==> src/sccc_pkg.sv <==
// Purpose: Shared constants for the converter core control block
// Assumes: 25 MHz reference clock (40 ns period)
// Notes:   Conversion time limits are in nanoseconds; cycle counts derive from them

package sccc_pkg;

  // ****************************************************************
  // Clock and timing
  // ****************************************************************
  localparam int CLK_PERIOD_NS = 40;
  localparam int T_CONV_MIN_NS = 300;
  localparam int T_CONV_MAX_NS = 340;
  // Least time rounds up, longest rounds down
  localparam int CONV_MIN_CYC  = (T_CONV_MIN_NS + CLK_PERIOD_NS - 1) / CLK_PERIOD_NS;
  localparam int CONV_MAX_CYC  = T_CONV_MAX_NS / CLK_PERIOD_NS;
  localparam int CNT_W         = 4;

  // ****************************************************************
  // Result coding
  // ****************************************************************
  localparam int            RES_W    = 18;
  localparam logic [17:0]   CODE_ZERO    = 18'h00000;
  localparam logic [17:0]   CODE_NEG_FS  = 18'h20000;
  localparam logic [17:0]   CODE_POS_FS  = 18'h1FFFF;

  // ****************************************************************
  // Oscillator jitter source (LFSR)
  // ****************************************************************
  localparam logic [7:0]    LFSR_SEED = 8'hA5;

  // ****************************************************************
  // Data transfer clock sources
  // ****************************************************************
  typedef enum logic [1:0] {
    SCCC_XCLK_OSC  = 2'b00,
    SCCC_XCLK_HOST = 2'b01,
    SCCC_XCLK_MIX  = 2'b10
  } sccc_xclk_e;

  // ****************************************************************
  // Core states
  // ****************************************************************
  typedef enum logic [1:0] {
    SCCC_ACQ = 2'b00,
    SCCC_CNV = 2'b01
  } sccc_state_e;

endpackage : sccc_pkg

==> src/sccc_osc_if.sv <==
// Purpose: Carries the internal oscillator timing between core modules
// Assumes: Single clock domain
// Notes:   Timer is started by the controller, reports end of conversion

`timescale 1ns/1ps

interface sccc_osc_if;
  logic start;  // One-cycle pulse: begin timing
  logic abort;  // Level: cancel timing
  logic done;   // One-cycle pulse: conversion time elapsed
  logic tick;   // Oscillator tick, usable as transfer clock

  modport ctrl  (output start, output abort, input done, input tick);
  modport timer (input start, input abort, output done, output tick);
endinterface : sccc_osc_if

==> src/sccc_osc_timer.sv <==
// Purpose: Internal oscillator model timing each conversion
// Assumes: Clock enable gates all state
// Notes:   Length is minimum plus LFSR modulo the span; both limits are 8 cycles, so it is fixed

`timescale 1ns/1ps

module sccc_osc_timer
  import sccc_pkg::*;
(
  // Clock and reset
  input wire logic REF_CLK,
  input wire logic RST_B,
  input wire logic CLK_EN,
  // Controller side
  sccc_osc_if.timer osc
);

  logic [7:0]       lfsr_q;
  logic [CNT_W-1:0] cnt_q;
  logic [CNT_W-1:0] len_q;
  logic             run_q;
  logic             done_q;
  logic             tick_q;
  logic [CNT_W-1:0] span;
  logic [CNT_W-1:0] len_d;

  // Length within the limits; the span works out to 1, so it is always 8 cycles
  assign span   = CNT_W'(CONV_MAX_CYC - CONV_MIN_CYC + 1);
  assign len_d  = CNT_W'(CONV_MIN_CYC) + (CNT_W'(lfsr_q) % span);
  assign osc.done = done_q;
  assign osc.tick = tick_q;

  // Free-running jitter source and tick
  always_ff @(posedge REF_CLK or negedge RST_B) begin
    if (!RST_B) begin
      lfsr_q <= LFSR_SEED;
      tick_q <= 1'b0;
    end else if (CLK_EN) begin
      lfsr_q <= {lfsr_q[6:0], lfsr_q[7] ^ lfsr_q[5] ^ lfsr_q[4] ^ lfsr_q[3]};
      tick_q <= ~tick_q;
    end
  end

  // Conversion counter on the reference clock, gated by the clock enable
  always_ff @(posedge REF_CLK or negedge RST_B) begin
    if (!RST_B) begin
      run_q  <= 1'b0;
      cnt_q  <= '0;
      len_q  <= '0;
      done_q <= 1'b0;
    end else if (CLK_EN) begin
      done_q <= 1'b0;
      if (osc.abort) begin
        run_q <= 1'b0;
      end else if (osc.start) begin
        run_q <= 1'b1;
        cnt_q <= CNT_W'(1);
        len_q <= len_d;
      end else if (run_q) begin
        if (cnt_q == len_q - CNT_W'(1)) begin  // Done register adds the last cycle
          run_q  <= 1'b0;
          done_q <= 1'b1;
        end else begin
          cnt_q <= cnt_q + CNT_W'(1);
        end
      end
    end
  end

endmodule : sccc_osc_timer

==> src/sccc_core.sv <==
// Purpose: Control and output coding of an 18-bit SAR converter core
// Assumes: Sample stream arrives as a signed difference from the analog model
// Notes:   Start and reset come from the interface module on the same clock

`timescale 1ns/1ps

module sccc_core
  import sccc_pkg::*;
#(
  parameter int DIFF_W = 20
) (
  // Clock and reset
  input  wire logic              REF_CLK,
  input  wire logic              RST_B,
  input  wire logic              CLK_EN,
  // Control from interface module
  input  wire logic              CONVERSION_START_IN,
  input  wire logic [1:0]        XFER_CLK_SEL,
  input  wire logic              HOST_SCLK,
  // Analog difference (positive minus negative input), in steps
  input  wire logic signed [DIFF_W-1:0] INPUT_DIFF,
  // Status and result to interface module
  output logic                   CONVERSION_STATUS,
  output logic [RES_W-1:0]       RESULT,
  output logic                   SAMPLE_CONNECT,
  output logic                   XFER_CLK
);

  sccc_osc_if osc ();

  sccc_state_e           state_q;
  sccc_state_e           state_d;
  logic                  start_q;
  logic                  status_q;
  logic [RES_W-1:0]      result_q;
  logic [RES_W-1:0]      held_code_q;
  logic                  connect_q;
  logic                  xclk_q;
  logic                  sclk_s1_q;
  logic                  sclk_s2_q;
  logic                  start_edge;
  logic                  begin_cnv;
  logic                  end_cnv;
  logic                  xclk_d;
  logic [RES_W-1:0]      code_now;

  // Twos-complement coding with clamping on both ends
  function automatic logic [RES_W-1:0] code_of(input logic signed [DIFF_W-1:0] d);
    logic signed [DIFF_W-1:0] hi;
    logic signed [DIFF_W-1:0] lo;
    hi = DIFF_W'(signed'({1'b0, CODE_POS_FS}));
    lo = -hi - DIFF_W'(1);
    if (d >= hi) begin
      code_of = CODE_POS_FS;
    end else if (d <= lo) begin
      code_of = CODE_NEG_FS;
    end else begin
      code_of = d[RES_W-1:0];
    end
  endfunction : code_of

  sccc_osc_timer u_timer (
    .REF_CLK (REF_CLK),
    .RST_B   (RST_B),
    .CLK_EN  (CLK_EN),
    .osc     (osc.timer)
  );

  // ****************************************************************
  // Start detection and state control
  // ****************************************************************
  assign start_edge = CONVERSION_START_IN & ~start_q;
  assign begin_cnv  = (state_q == SCCC_ACQ) & start_edge;
  assign end_cnv    = (state_q == SCCC_CNV) & osc.done;
  assign osc.start  = begin_cnv & CLK_EN;
  assign osc.abort  = (state_q != SCCC_CNV) & ~begin_cnv;   // Timer idle outside conversions
  assign code_now   = code_of(INPUT_DIFF);

  // Next state
  always_comb begin
    state_d = state_q;
    case (state_q)
      SCCC_ACQ: begin
        if (begin_cnv) begin
          state_d = SCCC_CNV;
        end
      end
      SCCC_CNV: begin
        if (end_cnv) begin
          state_d = SCCC_ACQ;
        end
      end
      default: state_d = SCCC_ACQ;
    endcase
  end

  // Transfer clock source selection
  always_comb begin
    case (XFER_CLK_SEL)
      SCCC_XCLK_OSC:  xclk_d = osc.tick;
      SCCC_XCLK_HOST: xclk_d = sclk_s2_q;
      SCCC_XCLK_MIX:  xclk_d = osc.tick ^ sclk_s2_q;
      default:        xclk_d = osc.tick;
    endcase
  end

  // Host clock synchroniser
  always_ff @(posedge REF_CLK or negedge RST_B) begin
    if (!RST_B) begin
      sclk_s1_q <= 1'b0;
      sclk_s2_q <= 1'b0;
    end else if (CLK_EN) begin
      sclk_s1_q <= HOST_SCLK;
      sclk_s2_q <= sclk_s1_q;
    end
  end

  // State, sampling and status registers
  always_ff @(posedge REF_CLK or negedge RST_B) begin
    if (!RST_B) begin
      state_q     <= SCCC_ACQ;
      start_q     <= 1'b0;
      status_q    <= 1'b1;
      connect_q   <= 1'b1;
      held_code_q <= CODE_ZERO;
      result_q    <= CODE_ZERO;
      xclk_q      <= 1'b0;
    end else if (CLK_EN) begin
      state_q <= state_d;
      start_q <= CONVERSION_START_IN;
      xclk_q  <= xclk_d;
      if (begin_cnv) begin
        held_code_q <= code_now;
        connect_q   <= 1'b0;
        status_q    <= 1'b0;
      end else if (end_cnv) begin
        result_q  <= held_code_q;
        connect_q <= 1'b1;
        status_q  <= 1'b1;
      end
    end
  end

  assign CONVERSION_STATUS = status_q;
  assign RESULT            = result_q;
  assign SAMPLE_CONNECT    = connect_q;
  assign XFER_CLK          = xclk_q;

  // ****************************************************************
  // Checks
  // ****************************************************************
  // Enabled cycles spent with status low
  logic [CNT_W:0] busy_cnt_q;
  always_ff @(posedge REF_CLK or negedge RST_B) begin
    if (!RST_B) begin
      busy_cnt_q <= '0;
    end else if (CLK_EN) begin
      busy_cnt_q <= status_q ? '0 : busy_cnt_q + (CNT_W+1)'(1);
    end
  end
endmodule : sccc_core

==> config.mk <==
export PLATFORM = sky130hd
export DESIGN_NAME = sccc_core
export DESIGN_NICKNAME = d
export VERILOG_FILES = /design/src/sccc_pkg.sv /design/src/sccc_osc_if.sv /design/src/sccc_osc_timer.sv /design/src/sccc_core.sv
export SDC_FILE = /design/constraint.sdc
export NUM_CORES = 1
export LEC_CHECK = 0
export ABC_AREA = 1
export BUFFER_PORTS_ARGS = -buffer_cell sky130_fd_sc_hd__buf_2
export CORE_MARGIN = 4
export CORE_UTILIZATION = 49
export DETAILED_ROUTE_END_ITERATION = 8
export GPL_TIMING_DRIVEN = 0
export PLACE_DENSITY_LB_ADDON = 0.05
export SYNTH_ARGS = -nofsm -noshare
export SYNTH_HDL_FRONTEND = slang
export SYNTH_SLANG_ARGS = --single-unit
==> constraint.sdc <==
create_clock -name REF_CLK -period 1.3 [get_ports REF_CLK]
set_clock_uncertainty 0.05 [all_clocks]
set_input_delay 0.13 -clock REF_CLK [delete_from_list [all_inputs] [get_ports REF_CLK]]
set_output_delay 0.13 -clock REF_CLK [all_outputs]
set_load 0.03 [all_outputs]
Word-level counts from Yosys, hierarchy flattened --
Cells that the tools add are included.
Word-level totals: register bits 51, logic and storage cells 63, input port bits 27
Cells by class: order comparisons 2, equality and inequality tests 8, add/sub/neg operators 2, mux-type cells 19, reductions and logical operators 9, bitwise gates (word level) 10
Operator list (number):
- 18-bit 2-to-1 mux | 2
- 20-bit by 18-bit greater-or-equal comparator with 1-bit output (second input constant) | 1
- 20-bit by 18-bit <= comparator with 1-bit output (second input constant) | 1
- 4-bit 2-to-1 mux | 3
- 1-bit 2-to-1 mux | 10
- 3-bit AND reduction | 3
- 2-bit != test (second input constant) | 3
- 1-bit AND | 5
- 4-bit by 1-bit adder with 4-bit output (second input constant) | 1
- 2-bit by 1-bit equality test with 1-bit output (second input constant) | 2
- 4-bit equality test | 1
- 2-bit 2-to-1 mux | 2
- 1-bit NOT | 4
- 2-bit one-hot mux with 2 select lines | 1
- 2-bit AND reduction | 2
- 4-bit AND reduction | 1
- 2-bit nonzero test | 2
- 4-bit by 1-bit subtractor with 4-bit output (second input constant) | 1
- 2-bit equality test (second input constant) | 1
- 2-bit logical NOT | 1
- 2-bit by 1-bit != test with 1-bit output (second input constant) | 1
- 1-bit one-hot mux with 2 select lines | 1
- 1-bit bitwise XOR | 1

Longest topological paths before layout --
Gate-level depths: netlist of run 1.
depth after elaboration 7, depth in mapped cells 9, gate-level depth less buffers 8

Modules after synthesis --
A second synthesis of run 1 with hierarchy kept.
Unflattened totals: cells, all modules 318, area, all modules 2429.8 um^2
By module, submodules not included:
- sccc_core | cells an instance 261, instances 1, sequential area each 1052.3 um^2, area each 1999.4 um^2
- sccc_osc_timer | cells an instance 57, instances 1, sequential area each 200.2 um^2, area each 430.4 um^2

Least setup slack after synthesis of run 1 --
OpenSTA, ideal clock, no wires.
kind reg2reg, from register state_q[0], to register u_timer.cnt_q[3], arrival time 1.157 ns, slack -0.025 ns, library setup time 0.118 ns, path buffers 0, clock period less this slack 1.325 ns, stages on the path, launching flop included 7, required time 1.132 ns, path through dfrtp_1 nor3_4 inv_2 nand3_2 nand2_4 nand2_1 o21ai_2
Between the ends: cells in the longest elaborated chain, start to end 6
RTL lines:
- start, declared | RTL line sccc_core.sv:31 | sccc_state_e state_q;
- start signal, assigned | RTL line sccc_core.sv:129 | state_q <= state_d;
- parallel branches: the longest is 6 deep, another holds 4-bit AND reduction
- end signal, assigned | RTL line sccc_osc_timer.sv:64 | cnt_q <= cnt_q + CNT_W'(1);
- end, declared | RTL line sccc_osc_timer.sv:19 | logic [CNT_W-1:0] cnt_q;
Several ways; the timed one is not identified. A chain may end at the register's enable or synchronous reset.

Worst setup path after layout of run 1 --
from register state_q[0], to register u_timer.cnt_q[2]
Same word-level chain as after synthesis.

==> results.toml, run 1 <==
[global_routing]
grt_pass1_vias = 1833
grt-ovfl-total = 0
antenna_found_initial = 0
grt_max_degree = 51
grt_first_pass_wirelength_mm = 8.20
grt_use_total_pct = 16.9

[detailed_routing]
wl_met3_um = 256
via_per_inst = 4.65
drc = 0
num_vias = 2020
drt_iter0_drc = 87
wirelength_mm = 4.95
dr_wl_met2_mm = 2.38
wirelength_met1_mm = 2.25
dr.pass1.iters = 6
ant_nets = 0
wl_per_cell_um = 11.4
top_layer_used = "met4"

[worst_setup_path]
start_kind = "flip-flop"
cp_data_required_time_ns = 1.45
max_stage_delay_ns = 0.45
r2r-end = "u_timer.cnt_q[2]"
startpoint = "state_q[0]"
reg2regPathDepth = 6
crit_fanout = 8
r2r_start = "state_q[0]"
endpoint = "u_timer.cnt_q[2]"
arrival_ns = 1.47
ff2ff_setup_slack_ns = -0.01
crit_slowest_cell = "dfrtp_2"
path_class = "flip-flop to flip-flop"
crit_chain = "nor3_4 -> inv_4 -> nand3_4 -> nand2_8 -> nand2_2 -> o21ai_2"
setup.worst_path.end_class = "flip-flop"

[timing]
grt_setup_unrepaired = "true"
hold_viol = 49
maxSlewViolCount = 0
finalCriticalPeriod_ns = 1.31
max_freq_ghz = 0.761
finalSetupViolCount = 6
max_slew_margin_pct = 28.2
timing.final.ws_setup_ns = -0.0140
tightest_slew_ns = 1.08
fin_crit_sh_pct = 101
hold_ws_ns = -0.0242

[logic_synthesis]
synth_area_leader_cell = "dfrtp_1"
synth_top_family_by_area = "simple AND/OR/NAND/NOR gates"
synthTopCellsByArea = "dfrtp_1 (51%), nand2_1 (25%), nand3_1 (4.6%), nor2_1 (3.2%), inv_1 (1.9%)"
ys_warn_count = 0
synth_cells = 304
synth-simple-area-share_pct = 35.8
yosysUniqueCellTypes = 29
synth_mux_area_share_pct = 0
synthesis.nets = 334
yosys.area_share.adder_pct = 1.58
syn_area_um2 = 2380
synth_area_per_cell_um2 = 7.83
synthDominantCellAreaShare_pct = 51.5
synth_compound_area_share_pct = 3.84
yosysSeqAreaShare_pct = 52.6
synth.ff_latch_count = 50
synthXorXnorAreaFrac_pct = 1.10

[pwr]
total_power_mw = 5.12
leakage_nw = 1.65
peakVddDrop_mv = 0.844
power.density_nw_per_um2 = 1730

[placed_design]
numPortBuffers = 47
dp_hpwl_mm = 3.44
place.gp.congestion = 0.767
placedCellCount = 418

[cts]
numCtsBuffers = 5
h-tree-depth = 2
clock-sinks = 50
clk_path_buf_depth = 2
worstSkewPairLatency_ns = 0.30
cts_root_buf = "clkbuf_8"
cts_tree = "yes"
clk_pin_slew_worst_paths_ns = 0.09

[run_status]
violations = "hold timing, setup timing"
outcome = "finished, violations left"

[worst_hold_path]
hold_class = "input port to asynchronous set/reset pin"

[cells_and_area]
layout-drive-gt1-share_pct = 26.7
post-route-util_pct = 62.8
final_common_cell = "nand2_1"
final_cell_mix = "nand2_1 (149), dfrtp_1 (48), buf_2 (47)"
n_antenna_cell = 0
nets = 396
layout.cells.non_filler = 434
syn2layout_area_growth_pct = 24.5

[flow_run]
cap_violations = 0

[floorplan]
std_cell_rows = 25
dieHeight_um = 77.7
num_io_pins = 48
die_w_um = 77.7
placeableCoreArea_um2 = 4720
initial_core_util_pct = 50.4
dieArea_um2 = 6040
cell families after synthesis:
group                      count (synthesis)
and+or+nand+nor                          207
DFF                                       50
buffers and inverters                     26
AOI/OAI and AO/OA                         15
xor gates and xnor gates                   3
adders and majority gates                  3
flip-flops by register name (all words and copies together), names as in the netlist:
register / count
RESULT: 18
SAMPLE_CONNECT: 1
XFER_CLK: 1
held_code_q: 18
sclk_s1_q: 1
sclk_s2_q: 1
start_q: 1
state_q: 1
u_timer.cnt_q: 4
u_timer.len_q: 1
u_timer.osc.done: 1
u_timer.osc.tick: 1
u_timer.run_q: 1
how the worst min path moves through the flow:
stage               from          endpoint
3_5_place_dp   HOST_SCLK         sclk_s1_q
6_report           RST_B  u_timer.cnt_q[2]
5_1_grt            RST_B     u_timer.run_q
3_3_place_gp   HOST_SCLK         sclk_s1_q
2_1_floorplan      RST_B         RESULT[0]
4_1_cts            RST_B     u_timer.run_q
synth_stat cells, drive strengths merged:
master  count
a31oi       1
o21ai      11
nor3        2
nand3      24
o21bai      1
nor2       20
o22ai       1
dfstp       1
xor2        2
xnor2       1
dfrtp      49
inv        15
ha          3
clkbuf      1
a21oi       1
or2         3
nand2     158
buf        10
critical path: cells and delay by family, from the launching register on:
family,cells,cell delay [ns]
DFF,1,0.45
and+or+nand+nor,4,0.57
AOI/OAI and AO/OA,1,0.05
buffers and inverters,1,0.11
timing repair:
action | 4_1_cts | 5_1_grt
setup endpoints to repair | 37 | 39
setup buffers | 3 | 7
hold endpoints to repair | 1 | 0
pin swaps | 1 | 5
hold buffers | 1 | 0
resized for setup | 6 | 22
area by class of cell:
class	count	area [um^2]
Clock buffer	5	68.8
Clock inverter	3	40.0
Multi-Input combinational cell	228	1070
Fill cell	439	1760
Tap cell	67	83.8
Inverter	15	61.3
Timing Repair Buffer	57	319
Buffer	9	68.8
Sequential cell	50	1250
routing by layer:
metal	global-route usage, %	vias to the layer above
li1	-	1065
met2	29.2	46
met4	5.34	0
met3	3.94	7
met1	20.9	902
met5	0	-
where the power goes:
group	total, mW	switching [mW]	leakage, nW	internal (mW)
Combinational	1.72	1.07	0.959	0.650
Clock	1.06	0.495	0.0579	0.566
Sequential	2.34	0.293	0.637	2.05
per-stage QoR:
| step | setup TNS (ns) | worst slack (ns) | hold slack, ns | instance area, um^2 |
|---|---|---|---|---|
| after global routing | -1.27 | -0.0842 | 0.0742 | 2970 |
| final | -0.0508 | -0.0140 | -0.0242 | 2970 |
| after detailed placement | -7.20 | -0.243 | 0.285 | 2700 |
| after floorplan | 0 | 0.0175 | -0.216 | 2380 |
| after CTS | 0 | 0.00363 | 0.0185 | 2860 |
| after global placement | -7.13 | -0.254 | 0.284 | 2700 |
(Power assumes the default switching activity.)
==> run 2, diff against run 1 <==
--- a/config.mk
+++ b/config.mk
@@ -7,8 +7,9 @@
 export LEC_CHECK = 0
 export ABC_AREA = 1
 export BUFFER_PORTS_ARGS = -buffer_cell sky130_fd_sc_hd__buf_2
+export CAP_MARGIN = 25
 export CORE_MARGIN = 4
-export CORE_UTILIZATION = 49
+export CORE_UTILIZATION = 54
 export DETAILED_ROUTE_END_ITERATION = 8
 export GPL_TIMING_DRIVEN = 0
 export PLACE_DENSITY_LB_ADDON = 0.05
==> constraint.sdc (replaced) <==
create_clock -name REF_CLK -period 1.5 [get_ports REF_CLK]
set_clock_uncertainty 0.05 [all_clocks]
set_input_delay 0.15 -clock REF_CLK [delete_from_list [all_inputs] [get_ports REF_CLK]]
set_output_delay 0.15 -clock REF_CLK [all_outputs]
set_load 0.03 [all_outputs]
==> run 2 against run 1 <==
- the run now ends clean
- via count decreased by 1.3%
- first-iteration DRC count grew 37%
- non-clock buffer count down 5
- largest power group unchanged
==> results.toml, run 2 (same netlist as run 1, synthesis figures left out) <==
[worst_setup_path]
reg2regPathDepth = 8
cpLargestDelayFamily = "flip-flops"
r2r_start = "start_q"
arrival_ns = 1.50
r2r-end = "u_timer.cnt_q[1]"
path_common_cell = "nand2_1"
setup.worst_path.end_class = "flip-flop"
startpoint = "start_q"
crit_slowest_cell = "dfrtp_1"
crit_fanout = 8
ff2ff_setup_slack_ns = 0.14
max_stage_delay_ns = 0.42
path_depth = 8
endpoint = "u_timer.cnt_q[1]"
cp_data_required_time_ns = 1.64
start_kind = "flip-flop"
path_class = "flip-flop to flip-flop"
crit_chain = "inv_1 -> nand2_1 -> nand2_1 -> nand2_1 -> a21oi_1 -> nand2_4 -> nand2_1 -> o21ai_2"
cp_num_buf_inv = 1

[timing]
finalSetupViolCount = 0
finalCriticalPeriod_ns = 1.36
max_freq_ghz = 0.736
max_slew_margin_pct = 73.7
grt_setup_unrepaired = "false"
tightest_slew_ns = 0.394
maxSlewViolCount = 0
fin_crit_sh_pct = 90.5
final.setup.tns_ns = 0
hold_viol = 0
hold_ws_ns = 0.0288

[detailed_routing]
top_layer_used = "met4"
dr.pass1.iters = 4
dr_wl_met2_mm = 2.13
via_per_inst = 4.85
wirelength_mm = 4.69
wl_per_cell_um = 11.4
num_vias = 1993
ant_nets = 0
drt_iter0_drc = 119
wirelength_met1_mm = 2.28
wl_met3_um = 253
drc = 0

[placed_design]
dp_hpwl_mm = 3.52
placedCellCount = 402
place.gp.congestion = 0.832
numPortBuffers = 47

[cells_and_area]
layout.cells.non_filler = 411
syn2layout_area_growth_pct = 17.4
final_cell_mix = "nand2_1 (156), buf_2 (53), dfrtp_1 (49)"
layout-drive-gt1-share_pct = 21.9
post-route-util_pct = 67.5
final_common_cell = "nand2_1"
n_antenna_cell = 0
nets = 391

[cts]
clock-sinks = 50
clk_pin_slew_worst_paths_ns = 0.08
numCtsBuffers = 5
cts_root_buf = "clkbuf_8"
cts_tree = "yes"
cts-resized-gates = 0
worstSkewPairLatency_ns = 0.29
clk_path_buf_depth = 2
h-tree-depth = 2

[flow_run]
cap_violations = 0

[floorplan]
placeableCoreArea_um2 = 4140
initial_core_util_pct = 57.5
num_io_pins = 48
dieHeight_um = 74.4
std_cell_rows = 23
die_w_um = 74.4
dieArea_um2 = 5540

[global_routing]
grt_use_total_pct = 18.9
antenna_found_initial = 0
grt-ovfl-total = 0
grt_first_pass_wirelength_mm = 8.01
grt_max_degree = 40
grt_pass1_vias = 1808

[pwr]
power.density_nw_per_um2 = 1450
peakVddDrop_mv = 0.785
total_power_mw = 4.04
leakage_nw = 1.60

[worst_hold_path]
hold_class = "input port to flip-flop"

[run_status]
outcome = "finished clean"
==> run 2: changes by cell type in the layout (fill, tap and decap cells not counted), sizes merged <==
cell and change:
bufinv -1, clkbuf +2, clkinv -2, buf -5
==> run 2: power by group <==
part           total [mW]  internal [mW]  switching (mW)  leakage, nW
clock network       0.714          0.321           0.392       0.0383
registers            2.03           1.78           0.256        0.637
logic                1.30          0.453           0.843        0.929
==> run 2: layout make-up <==
cell class / instances / area, um^2
plain buffers: 10 / 60.1
clock buffers: 7 / 76.3
fillers: 367 / 1350
inverters: 15 / 56.3
multi-input cells: 228 / 1010
flip-flops and latches: 50 / 1250
well taps: 50 / 62.6
repair buffers: 51 / 280
==> run 2: worst min-delay path, delay by kind of cell <==
kind / cells / cell delay, ns
buffers and inverters: 1 / 0.08
and+or+nand+nor: 2 / 0.11
==> run 2: stage by stage <==
stage	setup slack (ns)	area, um^2
final	0.142	2800
after global routing	0.00226	2800
after CTS	0.0336	2800
after detailed placement	-0.0923	2700
after global placement	-0.0975	2680
after floorplan	0.175	2380
==> run 2: worst min path at each step <==
stage,start,end,slack (ns),cells after the start
global route,HOST_SCLK,sclk_s1_q,0.06,3
detailed placement,RST_B,XFER_CLK,0.003,1
floorplan,RST_B,RESULT[0],-0.20,0
global placement,HOST_SCLK,sclk_s1_q,0.32,3
CTS,HOST_SCLK,sclk_s1_q,0.02,3
finish,HOST_SCLK,sclk_s1_q,0.03,3
==> run 2: metal layers <==
metal	vias up	track usage, %
li1	1058	-
met1	886	25.0
met2	47	30.7
met3	2	4.32
met4	0	6.13
met5	-	0
==> run 2: what timing repair did <==
item | 4_1_cts | 5_1_grt
pin swaps | 1 | 0
hold buffers | 1 | 0
setup buffers | 2 | 0
setup endpoints to repair | 24 | 10
cloned | 0 | 0
hold endpoints to repair | 11 | 0
